<file path="src/rtl/amt_defines.svh">
// Purpose: Register indices, reset values and field positions of the alarm and trim bank.
// Assumes: Byte address of a register is four times its index.
// Notes: Definitions only.
`ifndef AMT_DEFINES_SVH
`define AMT_DEFINES_SVH

// Register indices; byte address is index times four.
`define AMT_IDX_SUMMARY 10'h2c0
`define AMT_IDX_STATUS 10'h2c1
`define AMT_IDX_MASK 10'h2c2
`define AMT_IDX_LANE 10'h2c4
`define AMT_IDX_CTRL 10'h2c6
`define AMT_IDX_TRIM_A_DUAL 10'h310
`define AMT_IDX_TRIM_B_DUAL 10'h313
`define AMT_IDX_TRIM_A_SGL 10'h314
`define AMT_IDX_TRIM_B_SGL 10'h315

// Reset values.
`define AMT_STATUS_RST 8'h3f
`define AMT_MASK_RST 8'h3f
`define AMT_LANE_RST 16'hffff
`define AMT_CTRL_RST 3'h5

// Widths and field positions.
`define AMT_ALARMS 6
`define AMT_LANES 16
`define AMT_TRIMS 4
`define AMT_FIFO_BIT 5
`define AMT_CTRL_DUAL 0
`define AMT_CTRL_INB 1
`define AMT_CTRL_FG 2
`define AMT_SLOT_A_DUAL 0
`define AMT_SLOT_B_DUAL 1
`define AMT_SLOT_A_SGL 2
`define AMT_SLOT_B_SGL 3

`endif

</file>
<file path="src/rtl/amt_pkg.sv">
// Purpose: Types shared by the alarm and trim bank modules.
// Assumes: Nothing beyond the defines header.
// Notes: No constants live here; numbers are in the defines header.
package amt_pkg;
    typedef logic [7:0] amt_trim_t;
    typedef enum logic [1:0] {
        AMT_MODE_DUAL,
        AMT_MODE_SINGLE_A,
        AMT_MODE_OTHER
    } amt_mode_e;
endpackage

</file>
<file path="src/rtl/amt_trim_if.sv">
// Purpose: Carries trim values and channel setup to the trim selector and its answer back.
// Assumes: One clock domain.
// Notes: The register bank drives the setup; the selector drives the results.
`timescale 1ns/1ps
`include "amt_defines.svh"
interface amt_trim_if;
    logic dual_mode;
    logic input_b;
    logic fg_cal_en;
    amt_pkg::amt_trim_t trim [`AMT_TRIMS];
    amt_pkg::amt_trim_t core_a;
    amt_pkg::amt_trim_t core_b;
    logic valid;
    modport regs (output dual_mode, input_b, fg_cal_en, trim, input core_a, core_b, valid);
    modport sel (input dual_mode, input_b, fg_cal_en, trim, output core_a, core_b, valid);
endinterface

</file>
<file path="src/rtl/amt_regs.sv">
// Purpose: Alarm mask, lane FIFO alarm, alarm status and timing trim registers on APB.
// Assumes: Single clock; synchronous active-high reset; alarm inputs are levels.
// Notes: APB answers in the access phase with no wait state.
// Contract
// Set mask bit keeps alarm out of summary.
// Mask resets to 0x3f, top bits zero.
// Lane bit sets on that lane's error.
// Writing one clears lane bit; zero keeps.
// Persisting lane error sets bit again.
// Status FIFO bit write clears all lanes.
// Lane alarm register resets to all ones.
// Trim registers are 8-bit read/write.
// Trims load factory values at reset.
// Dual mode uses 0x310 and 0x313.
// Single mode input A uses 0x314, 0x315.
// Mode and input select the applied trim.
// Summary is one if unmasked status set.
// Status bits write-one-clear, reset all set.
// Mask change reaches summary next cycle.
`timescale 1ns/1ps
`include "amt_defines.svh"
module amt_regs #(
    parameter int ADDR_W = 12
) (
    // Clock and reset.
    input wire logic clk_in,
    input wire logic rst_in,
    // APB slave.
    input wire logic psel_in,
    input wire logic penable_in,
    input wire logic pwrite_in,
    input wire logic [ADDR_W-1:0] paddr_in,
    input wire logic [31:0] pwdata_in,
    output logic [31:0] prdata_out,
    output logic pready_out,
    output logic pslverr_out,
    // Alarm conditions, levels.
    input wire logic [`AMT_ALARMS-2:0] alarm_event_in,
    input wire logic [`AMT_LANES-1:0] lane_fifo_err_in,
    // Factory trim values.
    input wire logic [7:0] trim_fuse_in [`AMT_TRIMS],
    // Core timing trims and alarm interrupt.
    output logic [7:0] core_a_trim_out,
    output logic [7:0] core_b_trim_out,
    output logic core_trim_valid_out,
    output logic irq_out
);
    localparam logic [`AMT_LANES-1:0] LANE_RST = `AMT_LANE_RST;
    localparam logic [7:0] STATUS_RST = `AMT_STATUS_RST;

    amt_trim_if tif ();

    logic [7:0] alarm_status_q;
    logic [7:0] alarm_mask_q;
    logic [`AMT_LANES-1:0] lane_fifo_alarm_q;
    logic [2:0] ctrl_q;
    amt_pkg::amt_trim_t trim_q [`AMT_TRIMS];
    logic [31:0] prdata_q;
    logic pslverr_q;
    logic [9:0] idx;
    logic aligned;
    logic setup;
    logic wr_acc;
    logic [31:0] rd_d;
    logic hit_d;
    logic wr_status;
    logic wr_mask;
    logic wr_lane;
    logic wr_ctrl;
    logic bulk_clr;
    logic [7:0] events;
    logic [`AMT_TRIMS-1:0] wr_trim;
    logic [9:0] trim_idx [`AMT_TRIMS];

    // Decode of the word index; misaligned addresses hit nothing.
    assign idx = paddr_in[11:2];
    assign aligned = (paddr_in[1:0] == 2'h0);
    assign setup = psel_in && !penable_in;
    assign wr_acc = psel_in && penable_in && pwrite_in && aligned;
    assign wr_status = wr_acc && (idx == `AMT_IDX_STATUS);
    assign wr_mask = wr_acc && (idx == `AMT_IDX_MASK);
    assign wr_lane = wr_acc && (idx == `AMT_IDX_LANE);
    assign wr_ctrl = wr_acc && (idx == `AMT_IDX_CTRL);
    assign bulk_clr = wr_status && pwdata_in[`AMT_FIFO_BIT];
    assign trim_idx[`AMT_SLOT_A_DUAL] = `AMT_IDX_TRIM_A_DUAL;
    assign trim_idx[`AMT_SLOT_B_DUAL] = `AMT_IDX_TRIM_B_DUAL;
    assign trim_idx[`AMT_SLOT_A_SGL] = `AMT_IDX_TRIM_A_SGL;
    assign trim_idx[`AMT_SLOT_B_SGL] = `AMT_IDX_TRIM_B_SGL;

    // Read mux; unused bits read as zero, the reserved mask top bits read back as written.
    always_comb begin
        rd_d = '0;
        hit_d = aligned;
        unique case (idx)
            `AMT_IDX_SUMMARY: rd_d[0] = irq_out;
            `AMT_IDX_STATUS: rd_d[7:0] = alarm_status_q;
            `AMT_IDX_MASK: rd_d[7:0] = alarm_mask_q;
            `AMT_IDX_LANE: rd_d[`AMT_LANES-1:0] = lane_fifo_alarm_q;
            `AMT_IDX_CTRL: rd_d[2:0] = ctrl_q;
            `AMT_IDX_TRIM_A_DUAL: rd_d[7:0] = trim_q[`AMT_SLOT_A_DUAL];
            `AMT_IDX_TRIM_B_DUAL: rd_d[7:0] = trim_q[`AMT_SLOT_B_DUAL];
            `AMT_IDX_TRIM_A_SGL: rd_d[7:0] = trim_q[`AMT_SLOT_A_SGL];
            `AMT_IDX_TRIM_B_SGL: rd_d[7:0] = trim_q[`AMT_SLOT_B_SGL];
            default: hit_d = 1'b0;
        endcase
        if (!aligned) begin
            rd_d = '0;
        end
    end

    // Read data and error are captured in the setup phase so they come from flops.
    always_ff @(posedge clk_in) begin
        if (rst_in) begin
            prdata_q <= '0;
            pslverr_q <= 1'b0;
        end else if (setup) begin
            prdata_q <= pwrite_in ? 32'h0 : rd_d;
            pslverr_q <= !hit_d;
        end
    end

    // Zero wait states; an error answer leaves every register unchanged.
    assign pready_out = 1'b1;
    assign prdata_out = prdata_q;
    assign pslverr_out = psel_in && penable_in && pslverr_q;

    // Status sources; the FIFO bit follows any lane in trouble.
    assign events = {2'h0, |lane_fifo_err_in, alarm_event_in};

    // Alarm status, write one to clear; a new event wins over the clear.
    always_ff @(posedge clk_in) begin
        if (rst_in) begin
            alarm_status_q <= `AMT_STATUS_RST;
        end else if (wr_status) begin
            alarm_status_q <= (alarm_status_q & ~pwdata_in[7:0]) | events;
        end else begin
            alarm_status_q <= alarm_status_q | events;
        end
    end

    // Alarm mask, plain read/write including the reserved top bits.
    always_ff @(posedge clk_in) begin
        if (rst_in) begin
            alarm_mask_q <= `AMT_MASK_RST;
        end else if (wr_mask) begin
            alarm_mask_q <= pwdata_in[7:0];
        end
    end

    // Summary alarm drives the interrupt straight from the flops, so a mask write
    // shows at the next edge with no extra stage.
    assign irq_out = |(alarm_status_q[`AMT_ALARMS-1:0] & ~alarm_mask_q[`AMT_ALARMS-1:0]);

    // Per-lane alarm: sticky set, write-one clear, bulk clear; set wins.
    for (genvar i = 0; i < `AMT_LANES; i++) begin : g_lane
        always_ff @(posedge clk_in) begin
            if (rst_in) begin
                lane_fifo_alarm_q[i] <= LANE_RST[i];
            end else if (lane_fifo_err_in[i]) begin
                lane_fifo_alarm_q[i] <= 1'b1;
            end else if (bulk_clr || (wr_lane && pwdata_in[i])) begin
                lane_fifo_alarm_q[i] <= 1'b0;
            end
        end
    end

    // Channel setup: dual mode, input B select, foreground calibration enable.
    always_ff @(posedge clk_in) begin
        if (rst_in) begin
            ctrl_q <= `AMT_CTRL_RST;
        end else if (wr_ctrl) begin
            ctrl_q <= pwdata_in[2:0];
        end
    end

    // Trim registers take factory values while reset is held, then software
    // may overwrite them.
    for (genvar t = 0; t < `AMT_TRIMS; t++) begin : g_trim
        assign wr_trim[t] = wr_acc && (idx == trim_idx[t]);
        always_ff @(posedge clk_in) begin
            if (rst_in) begin
                trim_q[t] <= trim_fuse_in[t];
            end else if (wr_trim[t]) begin
                trim_q[t] <= pwdata_in[7:0];
            end
        end
        assign tif.trim[t] = trim_q[t];
    end

    // Selector hookup; the selector registers the applied trims.
    assign tif.dual_mode = ctrl_q[`AMT_CTRL_DUAL];
    assign tif.input_b = ctrl_q[`AMT_CTRL_INB];
    assign tif.fg_cal_en = ctrl_q[`AMT_CTRL_FG];

    amt_trim_sel u_sel (
        .clk_in(clk_in),
        .rst_in(rst_in),
        .tif(tif.sel)
    );

    assign core_a_trim_out = tif.core_a;
    assign core_b_trim_out = tif.core_b;
    assign core_trim_valid_out = tif.valid;
endmodule

</file>
<file path="src/rtl/amt_trim_sel.sv">
// Purpose: Picks the timing trim that each converter core applies.
// Assumes: Setup and trims come from flip-flops of the register bank.
// Notes: Outputs are registered, so a change is applied one cycle after it is stored.
`timescale 1ns/1ps
`include "amt_defines.svh"
module amt_trim_sel (
    // Clock and reset.
    input wire logic clk_in,
    input wire logic rst_in,
    // Setup in, selection out.
    amt_trim_if.sel tif
);
    amt_pkg::amt_mode_e mode;
    amt_pkg::amt_trim_t core_a_d;
    amt_pkg::amt_trim_t core_b_d;
    logic valid_d;

    // Current mode; single channel on input B and uncalibrated operation apply no trim and drop valid.
    always_comb begin
        if (!tif.fg_cal_en) begin
            mode = amt_pkg::AMT_MODE_OTHER;
        end else if (tif.dual_mode) begin
            mode = amt_pkg::AMT_MODE_DUAL;
        end else if (!tif.input_b) begin
            mode = amt_pkg::AMT_MODE_SINGLE_A;
        end else begin
            mode = amt_pkg::AMT_MODE_OTHER;
        end
    end

    // Only the trims that match the mode reach the cores.
    always_comb begin
        core_a_d = '0;
        core_b_d = '0;
        valid_d = 1'b0;
        unique case (mode)
            amt_pkg::AMT_MODE_DUAL: begin
                core_a_d = tif.trim[`AMT_SLOT_A_DUAL];
                core_b_d = tif.trim[`AMT_SLOT_B_DUAL];
                valid_d = 1'b1;
            end
            amt_pkg::AMT_MODE_SINGLE_A: begin
                core_a_d = tif.trim[`AMT_SLOT_A_SGL];
                core_b_d = tif.trim[`AMT_SLOT_B_SGL];
                valid_d = 1'b1;
            end
            amt_pkg::AMT_MODE_OTHER: begin
                valid_d = 1'b0;
            end
        endcase
    end

    // Registered selection so the core sees a glitch-free value.
    always_ff @(posedge clk_in) begin
        if (rst_in) begin
            tif.core_a <= '0;
            tif.core_b <= '0;
            tif.valid <= 1'b0;
        end else begin
            tif.core_a <= core_a_d;
            tif.core_b <= core_b_d;
            tif.valid <= valid_d;
        end
    end
endmodule

</file>
<file path="config.mk">
export PLATFORM = sky130hd
export DESIGN_NAME = amt_regs
export DESIGN_NICKNAME = d
export VERILOG_FILES = /design/src/rtl/amt_pkg.sv /design/src/rtl/amt_trim_if.sv /design/src/rtl/amt_regs.sv /design/src/rtl/amt_trim_sel.sv
export VERILOG_INCLUDE_DIRS = /design/src /design/src/rtl
export SDC_FILE = /design/constraint.sdc
export NUM_CORES = 1
export LEC_CHECK = 0
export BUFFER_PORTS_ARGS = -buffer_cell sky130_fd_sc_hd__buf_4
export CORE_ASPECT_RATIO = 0.5
export CORE_MARGIN = 3
export CORE_UTILIZATION = 51
export CTS_BUF_LIST = sky130_fd_sc_hd__clkbuf_16
export DETAILED_ROUTE_END_ITERATION = 10
export GPL_TIMING_DRIVEN = 0
export PLACE_DENSITY = 0.8
export SYNTH_ARGS = -nofsm -noshare
export SYNTH_HDL_FRONTEND = slang
export SYNTH_SLANG_ARGS = --single-unit
</file>
<file path="constraint.sdc">
create_clock -name clk_in -period 2.6 [get_ports clk_in]
set_input_delay 0.52 -clock clk_in [delete_from_list [all_inputs] [get_ports clk_in]]
set_output_delay 0.52 -clock clk_in [all_outputs]
set_load 0.005 [all_outputs]
</file>
## Word level (Yosys, flattened, before mapping)

Memories as Yosys holds them, arrays and structs flattened.
Index checks and enable logic that the tools add are counted.

| operators by class | value |
|---|---|
| equal/unequal tests | 11 |
| multiplexer cells | 32 |
| bitwise logic cells | 10 |
| reduce and logical (&&, ||, !) cells | 70 |

Operators by type and width:

| cell | number |
|---|---|
| $eq A10 B10 Y1 const B | 9 |
| $mux W8 | 6 |
| $pmux W5 S7 | 1 |
| $reduce_or A2 Y1 | 17 |
| $mux W32 | 1 |
| $pmux W8 S2 | 2 |
| $logic_and A1 B1 Y1 | 30 |
| $logic_or A1 B1 Y1 | 16 |
| $mux W16 | 1 |
| $or A8 B6 Y8 | 2 |
| $pmux W2 S8 | 1 |
| $reduce_or A16 Y1 | 1 |
| $mux W1 | 15 |
| $pmux W1 S9 | 1 |
| $reduce_or A9 Y1 | 1 |
| $and A8 B8 Y8 | 1 |
| $not A8 Y8 | 1 |
| $and A6 B6 Y6 | 1 |
| $mux W2 | 3 |
| $not A6 Y6 | 1 |
| $reduce_or A6 Y1 | 1 |
| $logic_not A2 Y1 | 2 |
| $or A1 B1 Y1 | 4 |
| $eq A2 B1 Y1 const B | 1 |
| other kinds (3) | 4 |

| storage, ports and cells | value |
|---|---|
| register bits | 85 |
| RAM bits | 32 |
| bits of input ports | 102 |
| output and inout port bits | 52 |
| logic and storage cells | 148 |
| memories kept | 1 |

Memories:

| memory | words | bits a word | read ports | clocked after memory_dff | write ports | line | text |
|---|---|---|---|---|---|---|---|
| trim_q | 4 | 8 | 4 | 0 | 4 | amt_regs.sv:57 | `` amt_pkg::amt_trim_t trim_q [`AMT_TRIMS]; `` |

## Logic depth before layout (Yosys ltp)

Gate-level depths: netlist of run 1.

| depth | value |
|---|---|
| word-level depth | 8 |
| mapped depth | 8 |
| depth with buffers taken out | 5 |

## Cells and area by module

Synthesis of run 1 repeated with hierarchy kept, for this count alone.

| second synthesis, totals | value |
|---|---|
| cells, all modules | 465 |
| area, all modules | 4976.0 µm² |

By module, submodules not included:

| module | times used | cells each | area each (µm²) | sequential area each (µm²) |
|---|---|---|---|---|
| amt_regs | 1 | 391 | 4305.4 | 2001.9 |
| amt_trim_sel | 1 | 74 | 670.6 | 340.3 |

## Worst setup path after synthesis of run 1

No wires, ideal clock.

| timing | value |
|---|---|
| path type | input to register |
| start | input port paddr_in[5] |
| end | memory trim_q[2][0] (netlist name), data pin |
| library setup time | 260 ps |
| arrival time | 2092 ps |
| required time | 2340 ps |
| path slack | 248 ps |
| cell stages on the path | 6 |
| buffers on the path | 1 |
| path through | or3b_4 -> nor2_8 -> nand2_4 -> or4_4 -> buf_6 -> mux2_4 |

RTL lines:

| element | line | text |
|---|---|---|
| start: declaration | amt_regs.sv:32 | `input wire logic [ADDR_W-1:0] paddr_in,` |
| end: declaration | amt_regs.sv:57 |  |

==> impl_metrics.ini, run 1 <==
[critical_path]
cp_max_fo = 10
critPathBufInv = 3
crit_path_end_kind = register
critPathRequiredTime_ps = 2700
critPathArrivalTime_ps = 2640
path_cells = buf_4, clkbuf_1, buf_2, nand3_1, nor3_2, mux2_2
worst-setup-path-type = primary input to register
timing.rr.start = ctrl_q[0]
critPathLaunchType = primary input
crit_start = paddr_in[4]
crit_slowest_cell = nor3_2
crit_family = buffers and inverters
slowest_delay_ps = 550

[synthesis]
avgSynthCellArea_um2 = 10.5
yosysTopAreaCell = dfxtp_1
ys_top_cells_by_area = dfxtp_1 28%, edfxtp_1 20%, mux2_2 6.9%
netlist.area_leader.share = 0.281
ys_seq_elements = 101
synthCells = 469
synthTopCellsByCount = 69 x dfxtp_1, 42 x nand2_1, 39 x nor2_1
synth_most_common_cell = dfxtp_1
synth_enable_flop_cells = 32
ys_seq_area_frac = 0.477
synth_cell_type_count = 62
synth_top_flop_cell = dfxtp_1
synth_warnings = 0
netlist_area_um2 = 4910
ys_async_sr_fraction = 0

[pwr]
pwr-share-clk = 0.388
p_switching_mw = 0.827
pwr-share-seq = 0.497
swShare = 0.239
power.density_nw_per_um2 = 548
pwr-share-comb = 0.115
p_leak_nw = 2.58
max-vdd-ir-drop_v = 0.000364
p_int_mw = 2.63

[sta]
fin_skew_ps = 5.44
whs_ps = 353
setup-violations-final = 0
worst_slew_pin_slew_ps = 1190
tns_ps = 0
period_minus_slack_ps = 2540
rsz0062_at_grt = no
finalHoldViolCount = 0
fin_ws_ps = 58.2
slew_viol_final = 0
fmax_ghz = 0.393
worst_slew_margin_rel = 0.200
finalCritPeriodShare = 0.978

[floorplanning]
die-area_um2 = 10900
die_w_um = 145
core_area_um2 = 9040
ios = 154
row_count = 24
initial_core_util = 0.543
die_h_um = 75.4

[clock_network]
clk_pin_slew_ps = 70
cts-root-buf = clkbuf_16
clock_latency_ps = 350
cts_htree_levels = 3
cts_tree = built
cts_sinks = 101
cts_made_buffers = 9
max-clock-path-buffers = 2
postCtsSetupBuffers = 0

[drt]
wl_per_cell_um = 19.9
dr.pass1.iters = 8
via_count = 4422
ant_nets = 0
drcViolationCount = 0
viasPerCell = 5.90
drt_iter0_drc = 442
wl_um = 14900

[place]
port_buffers = 119
placed_area_um2 = 6020
gp_congestion = 0.912
hpwl_um = 11100
dp_slack_ps = -418

[global_route]
grt_max_degree = 17
grt_pass1_vias = 4105
grtUsageTotal = 0.275
grt_overflow = 0
antenna_found_initial = 1
grt_pass1_wl_um = 22200

[final_layout]
finalNetCount = 717
stdcell_area_um2 = 6310
multi_input_area_um2 = 2330
final_core_util = 0.698
seq_area_um2 = 2340
n_fill_cell = 724
area_growth_pct = 28.6
antenna_cells = 0
drive_above_1_share = 0.352

[run_status]
outcome = finished, final reports clean

[min_path]
hold_start = alarm_event_in[4]
hold_class = primary input to register

[run]
cap_violations = 0
[metal layers]
layer,global-route usage,part of all wire,up-vias
met4,0.0631,0.014,2
met5,0,0.00094,-
met3,0.0784,0.12,26
met1,0.380,0.43,2085
li1,-,-,2026
met2,0.437,0.44,283
[cells in the final DEF (no fill, tap or decap), types with 3 or more instances in the layout]
cell type	instances
dfxtp_1	69
inv_1	10
nor3_2	3
a22o_1	8
nand2_1	42
clkbuf_16	9
nand3b_1	3
a211o_1	8
o22ai_1	6
a311o_1	15
mux2_2	30
o211ai_1	4
nor2_1	39
mux2_4	8
and3_1	4
o21ai_0	10
edfxtp_1	32
nand2b_1	3
a32oi_1	3
and3b_1	3
buf_2	10
mux2i_1	12
conb_1	17
a21oi_1	9
nand3_1	10
clkbuf_1	14
a22oi_1	34
nor2b_1	7
buf_4	136
nor4_1	3
a211oi_1	3
buf_1	3
nand4_1	5
nor3_1	4
[registers in the layout (all words and copies together), names as in the netlist]
register / flops
pslverr_q: 1
u_sel.tif.core_a: 8
alarm_status_q: 8
prdata_out: 16
u_sel.tif.valid: 1
lane_fifo_alarm_q: 16
u_sel.tif.core_b: 8
trim_q: 32
ctrl_q: 3
alarm_mask_q: 8
[path summary, 6_finish.rpt]
path	to	slack (ps)	cells after the start
setup / recovery	trim_q[3][7]	60	6
hold / removal	alarm_status_q[4]	350	2
setup reg to reg	u_sel.tif.core_a[4]	740	5
hold reg to reg	alarm_status_q[6]	450	2
[per-stage QoR]
step / total power, mW / cells
after floorplan: 1.92 / 484
after global placement: 2.13 / 733
after detailed placement: 2.14 / 733
after CTS: 3.45 / 748
after global routing: 3.55 / 749
final: 3.46 / 749
[logic make-up after synthesis]
family / Yosys count / share of synthesized area
other cells: 2 / 0.00153
compound gates: 112 / 0.174
buf+inv: 55 / 0.0589
flops: 101 / 0.477
mux: 50 / 0.118
simple gates: 149 / 0.171
[area by class of cell]
class / count / share of cell area
sequential: 101 / 0.371
multi-input combinational: 328 / 0.369
timing repair buffer: 120 / 0.142
buffer: 44 / 0.0392
clock buffer: 9 / 0.0357
tap: 130 / 0.0258
clock inverter: 6 / 0.00991
inverter: 11 / 0.00654
[timing repair]
action	4_1_cts	5_1_grt
resized for setup	1	1
setup endpoints to repair	8	8
hold endpoints to repair	0	0
hold buffers	0	0
[power by group through the flow]
stage | sequential [mW] | clock, mW | combinational, mW
global route | 1.72 | 1.40 | 0.425
CTS | 1.72 | 1.34 | 0.388
floorplan | 1.75 | 0 | 0.177
detailed placement | 1.75 | 0 | 0.386
global placement | 1.75 | 0 | 0.382
finish | 1.72 | 1.34 | 0.398
Power figures use the tool's default switching activity.
==> inputs of run 2 (changes only) <==
Settings changed: CORE_UTILIZATION 51 to 40, PLACE_DENSITY 0.8 to default, SYNTH_HIERARCHICAL from default to 1.
==> run 2 against run 1 <==
Against the previous run:
- combinational power fell by 2%
- final cell count increased by 4.3%
- power down 2.7%
- critical endpoint is now trim_q[2][6]
- largest cell class is now multi-input combinational cells
==> impl_metrics.ini, run 2 <==
[sta]
tns_ps = 0
finalHoldViolCount = 0
whs_ps = 353
fmax_ghz = 0.419
setup-violations-final = 0
worst_slew_margin_rel = 0.440
finalCritPeriodShare = 0.918
rsz0062_at_grt = no
period_minus_slack_ps = 2390
slew_viol_final = 0
worst_slew_pin_slew_ps = 838
fin_skew_ps = 8.33

[min_path]
hold_class = primary input to register
whs_path_depth = 2

[final_layout]
finalNetCount = 713
n_fill_cell = 1130
instances_no_fill = 781
area_growth_pct = 29.1
drive_above_1_share = 0.357
final_core_util = 0.536
layout_commonest_cell = buf_4
layout_common_cells = 139 x buf_4, 69 x dfxtp_1, 50 x nand2_1, 32 x edfxtp_1, 22 x a21oi_1
regMostFlops = trim_q
antenna_cells = 0
largest_reg_flops = 32

[synthesis]
synth_most_common_cell = dfxtp_1
synth_cell_type_count = 64
ys_top_cells_by_area = dfxtp_1 28%, edfxtp_1 19%, mux2_4 4.8%
synth_enable_flop_cells = 32
ys_seq_elements = 101
synthCells = 465
ys_async_sr_fraction = 0
yosysTopAreaCell = dfxtp_1
ys_seq_area_frac = 0.471
synthTopCellsByCount = 69 x dfxtp_1, 50 x nand2_1, 32 x edfxtp_1
netlist_area_um2 = 4980
netlist.area_leader.share = 0.278
synth_top_flop_cell = dfxtp_1
avgSynthCellArea_um2 = 10.7
synth_warnings = 6

[pwr]
p_int_mw = 2.54
pwr-share-comb = 0.115
swShare = 0.246
max-vdd-ir-drop_v = 0.000255
p_leak_nw = 2.68
pwr-share-seq = 0.511
p_switching_mw = 0.829
pwr-share-clk = 0.373
power.density_nw_per_um2 = 524

[drt]
wl_per_cell_um = 19.5
wl_um = 15200
viasPerCell = 5.40
via_count = 4221
ant_nets = 0
drt_iter0_drc = 365
dr.pass1.iters = 5
drcViolationCount = 0

[critical_path]
critPathRequiredTime_ps = 2570
crit_start = rst_in
ff2ff_path_depth = 4
crit_slowest_cell = clkbuf_1
worst-setup-path-type = primary input to register
slowest_delay_ps = 530
critPathLaunchType = primary input
cp_max_fo = 10
r2r-end = prdata_out[7]
cpMostUsedCell = clkbuf_1
r2r_setup_slack_ps = 1080
critPathArrivalTime_ps = 2360
timing.rr.start = trim_q[0][7]
path_cells = buf_4, clkbuf_1, clkbuf_1, clkbuf_2, o21bai_1
cp-endpoint = trim_q[2][6]
crit_path_end_kind = register

[global_route]
grt_pass1_vias = 4028
grt_overflow = 0
grtUsageTotal = 0.221
grt_max_degree = 17
grt_pass1_wl_um = 23000
antenna_found_initial = 0

[clock_network]
cts_made_buffers = 9
clk_pin_slew_ps = 70
clock_latency_ps = 350
cts_sinks = 101
max-clock-path-buffers = 2
cts_htree_levels = 3
cts-root-buf = clkbuf_16
cts_tree = built

[place]
placedCellCount = 765
hpwl_um = 11600
gp_congestion = 0.935
port_buffers = 120

[floorplanning]
die-area_um2 = 13900
die_w_um = 164
die_h_um = 84.9
ios = 154
row_count = 28
core_area_um2 = 12000
initial_core_util = 0.415

[run_status]
outcome = finished, final reports clean

[run]
cap_violations = 0
-- run 2: cell count changes after synthesis, moves of 6 or more --
cell,before,now
o22ai_1,6,12
a22oi_1,34,20
a21oi_1,9,22
or3b_1,0,12
nand2b_1,3,9
mux2_4,8,16
nand2_1,42,50
nor2_1,39,21
a211o_1,8,14
mux2_2,30,19
o21ai_0,12,5
-- run 2: timing repair --
item,CTS,global route
setup buffers,0,0
gates resized for setup,0,5
hold buffers,0,0
endpoints found under the setup margin,0,40
-- run 2: logic make-up (layout without fill, tap and decap cells) --
group | after synthesis | in the layout | share of synthesized area
buffers and inverters | 52 | 188 | 0.0601
multiplexers | 48 | 48 | 0.117
other | 2 | 17 | 0.00151
AO/OA/AOI/OAI | 113 | 113 | 0.167
AND/OR/NAND/NOR | 147 | 147 | 0.180
XOR/XNOR | 2 | 2 | 0.00352
flip-flops | 101 | 101 | 0.471
-- run 2: power by group through the flow --
stage	combinational, mW	sequential, mW	clock [mW]
after floorplan	0.173	1.74	0
after global placement	0.381	1.76	0
final	0.389	1.72	1.26
after detailed placement	0.382	1.76	0
after global routing	0.419	1.73	1.34
after CTS	0.384	1.72	1.27
-- run 2: area by class of cell --
type / instances / area, um^2 / area share
tap: 165 / 206 / 0.0321
multi-input combinational: 327 / 2400 / 0.374
timing repair buffer: 120 / 901 / 0.140
clock buffer: 9 / 225 / 0.0351
clock inverter: 7 / 42.5 / 0.00662
sequential: 101 / 2340 / 0.365
buffer: 43 / 267 / 0.0415
inverter: 9 / 33.8 / 0.00526
-- run 2: per-layer routing --
layer,up-vias,GRT usage,wire (um),share of wire
met4,0,0.0460,140,0.0092
met3,15,0.0512,1460,0.096
met1,1991,0.320,7030,0.46
met2,210,0.339,6610,0.43
met5,-,0,0,0
li1,2005,-,-,-
-- run 2: worst min path at each step --
stage / start / endpoint / slack (ps)
after floorplan: alarm_status_q[6] / alarm_status_q[6] / 430
after global placement: alarm_status_q[7] / alarm_status_q[7] / 440
after detailed placement: alarm_status_q[1] / alarm_status_q[1] / 450
after CTS: alarm_event_in[4] / alarm_status_q[4] / 350
after global routing: alarm_event_in[1] / alarm_status_q[1] / 350
final: alarm_event_in[4] / alarm_status_q[4] / 350
-- run 2: critical path, delay by kind of cell --
family | cells | cell delay [ps]
buf+inv | 4 | 1390
compound gates | 1 | 440
-- run 2: metrics by stage --
stage	cell area [um^2]	total power [mW]	setup WS (ps)
global placement	6140	2.14	-359
floorplan	5030	1.92	350
finish	6420	3.37	213
global route	6420	3.49	68.3
detailed placement	6140	2.14	-349
CTS	6410	3.37	15.8
==> inputs of run 3 (changes only) <==
Settings changed: PLACE_DENSITY from default to 0.65, SYNTH_HIERARCHICAL 1 to default.
==> run 3 against run 2 <==
Against the previous run:
- highest routed layer unchanged
- non-clock buffer count unchanged
- global-route usage down 0.22 points
- clock skew is 4.3 ps lower
- first-iteration DRC count increased by 5.8%
- via count is 1.8% higher
- sequential power barely moved
- sequential share of layout area up 0.33 points
- utilization rose by 1.8 points
- sequential cell count stayed put
- maximum frequency shrank 4.1%
- final cell count shrank 0.38%
- design area fell by 0.90%
==> impl_metrics.ini, run 3 (synthesis results as in run 1) <==
[run_status]
outcome = finished, final reports clean

[floorplanning]
die_w_um = 163
row_count = 27
initial_core_util = 0.427
die_h_um = 84.3
core_area_um2 = 11500
die-area_um2 = 13700
ios = 154

[pwr]
pwr-share-clk = 0.387
power.density_nw_per_um2 = 543
power_mw = 3.46
pwr-share-comb = 0.115
max-vdd-ir-drop_v = 0.000317
swShare = 0.239
pwr-share-seq = 0.498
p_switching_mw = 0.825
p_leak_nw = 2.58
p_int_mw = 2.63

[place]
port_buffers = 119
hpwl_um = 11600
placedCellCount = 762
dp_slack_ps = -430
gp_congestion = 0.934
placed_area_um2 = 6060

[min_path]
min_to = alarm_status_q[2]
hold_class = primary input to register
hold_start = alarm_event_in[2]
whs_path_depth = 2

[global_route]
grt_max_degree = 17
antenna_found_initial = 0
grt_overflow = 0
grt_pass1_wl_um = 23100
grt_pass1_vias = 4101
grtUsageTotal = 0.218

[clock_network]
clk_pin_slew_ps = 70
cts_tree = built
clock_latency_ps = 340
cts_sinks = 101
max-clock-path-buffers = 2
cts-root-buf = clkbuf_16
cts_htree_levels = 3
cts_made_buffers = 9

[critical_path]
timing.rr.start = trim_q[0][1]
crit_path_end_kind = register
cp_max_fo = 10
worst-setup-path-type = primary input to register
critPathArrivalTime_ps = 2720
r2r_setup_slack_ps = 730
r2r-end = prdata_out[1]
critPathRequiredTime_ps = 2830
critPathLaunchType = primary input
ff2ff_path_depth = 5

[sta]
whs_ps = 356
fin_ws_ps = 112
setup-violations-final = 0
period_minus_slack_ps = 2490
finalCritPeriodShare = 0.957
worst_slew_margin_rel = 0.432
fin_skew_ps = 4.06
rsz0062_at_grt = no
fmax_ghz = 0.402
worst_slew_pin_slew_ps = 846
finalHoldViolCount = 0
slew_viol_final = 0
tns_ps = 0

[drt]
dr.pass1.iters = 5
drt_iter0_drc = 386
viasPerCell = 5.52
wl_per_cell_um = 19.6
wl_um = 15300
via_count = 4296
ant_nets = 0
drcViolationCount = 0

[final_layout]
finalNetCount = 716
layout_common_cells = 136 x buf_4, 69 x dfxtp_1, 42 x nand2_1, 39 x nor2_1, 34 x a22oi_1
drive_above_1_share = 0.354
antenna_cells = 0
final_core_util = 0.554
stdcell_area_um2 = 6360
instances_no_fill = 778
largest_reg_flops = 32
layout_commonest_cell = buf_4
regMostFlops = trim_q
area_growth_pct = 29.7

[run]
cap_violations = 0
-- run 3: what timing repair did --
| item | in CTS | in global routing |
|---|---|---|
| setup buffers | 0 | 0 |
| hold buffers | 0 | 0 |
| pin swaps | 0 | 0 |
| endpoints found under the setup margin | 8 | 16 |
| gates resized for setup | 1 | 2 |
-- run 3: power groups by stage --
| stage | sequential, mW | combinational, mW | clock (mW) |
|---|---|---|---|
| 2_1_floorplan | 1.75 | 0.177 | 0 |
| 3_3_place_gp | 1.75 | 0.388 | 0 |
| 3_5_place_dp | 1.75 | 0.388 | 0 |
| 4_1_cts | 1.72 | 0.389 | 1.35 |
| 5_1_grt | 1.73 | 0.427 | 1.42 |
| 6_report | 1.72 | 0.397 | 1.34 |
-- run 3: worst max-delay path: stages --
cell and delay (ps):
buf_4 110, nor2_1 210, nand4_1 290, buf_2 330
nor2_1 490, buf_2 330, nand2_1 80, a311o_1 350
-- run 3: how the worst max path moves through the flow --
stage | from | endpoint | slack, ps
after floorplan | paddr_in[5] | trim_q[2][0] | 250
after CTS | paddr_in[1] | trim_q[0][1] | 40
after detailed placement | paddr_in[4] | trim_q[3][3] | -430
after global placement | paddr_in[4] | trim_q[3][3] | -400
final | paddr_in[1] | lane_fifo_alarm_q[2] | 110
after global routing | paddr_in[1] | lane_fifo_alarm_q[9] | 7
-- run 3: per-layer routing --
| layer | wire [um] | share of wire | vias to the layer above | global-route usage |
|---|---|---|---|---|
| li1 | - | - | 2024 | - |
| met1 | 7070 | 0.46 | 2029 | 0.323 |
| met2 | 6480 | 0.42 | 229 | 0.316 |
| met3 | 1540 | 0.10 | 14 | 0.0567 |
| met4 | 184 | 0.012 | 0 | 0.0576 |
| met5 | 0 | 0 | - | 0 |
-- run 3: final cells by class --
cell class	count	area (um^2)
clock inverter	7	67.6
timing repair buffer	119	893
sequential	101	2340
buffer	44	248
multi-input combinational	328	2350
fill	1042	5120
tap	159	199
inverter	11	41.3
clock buffer	9	225
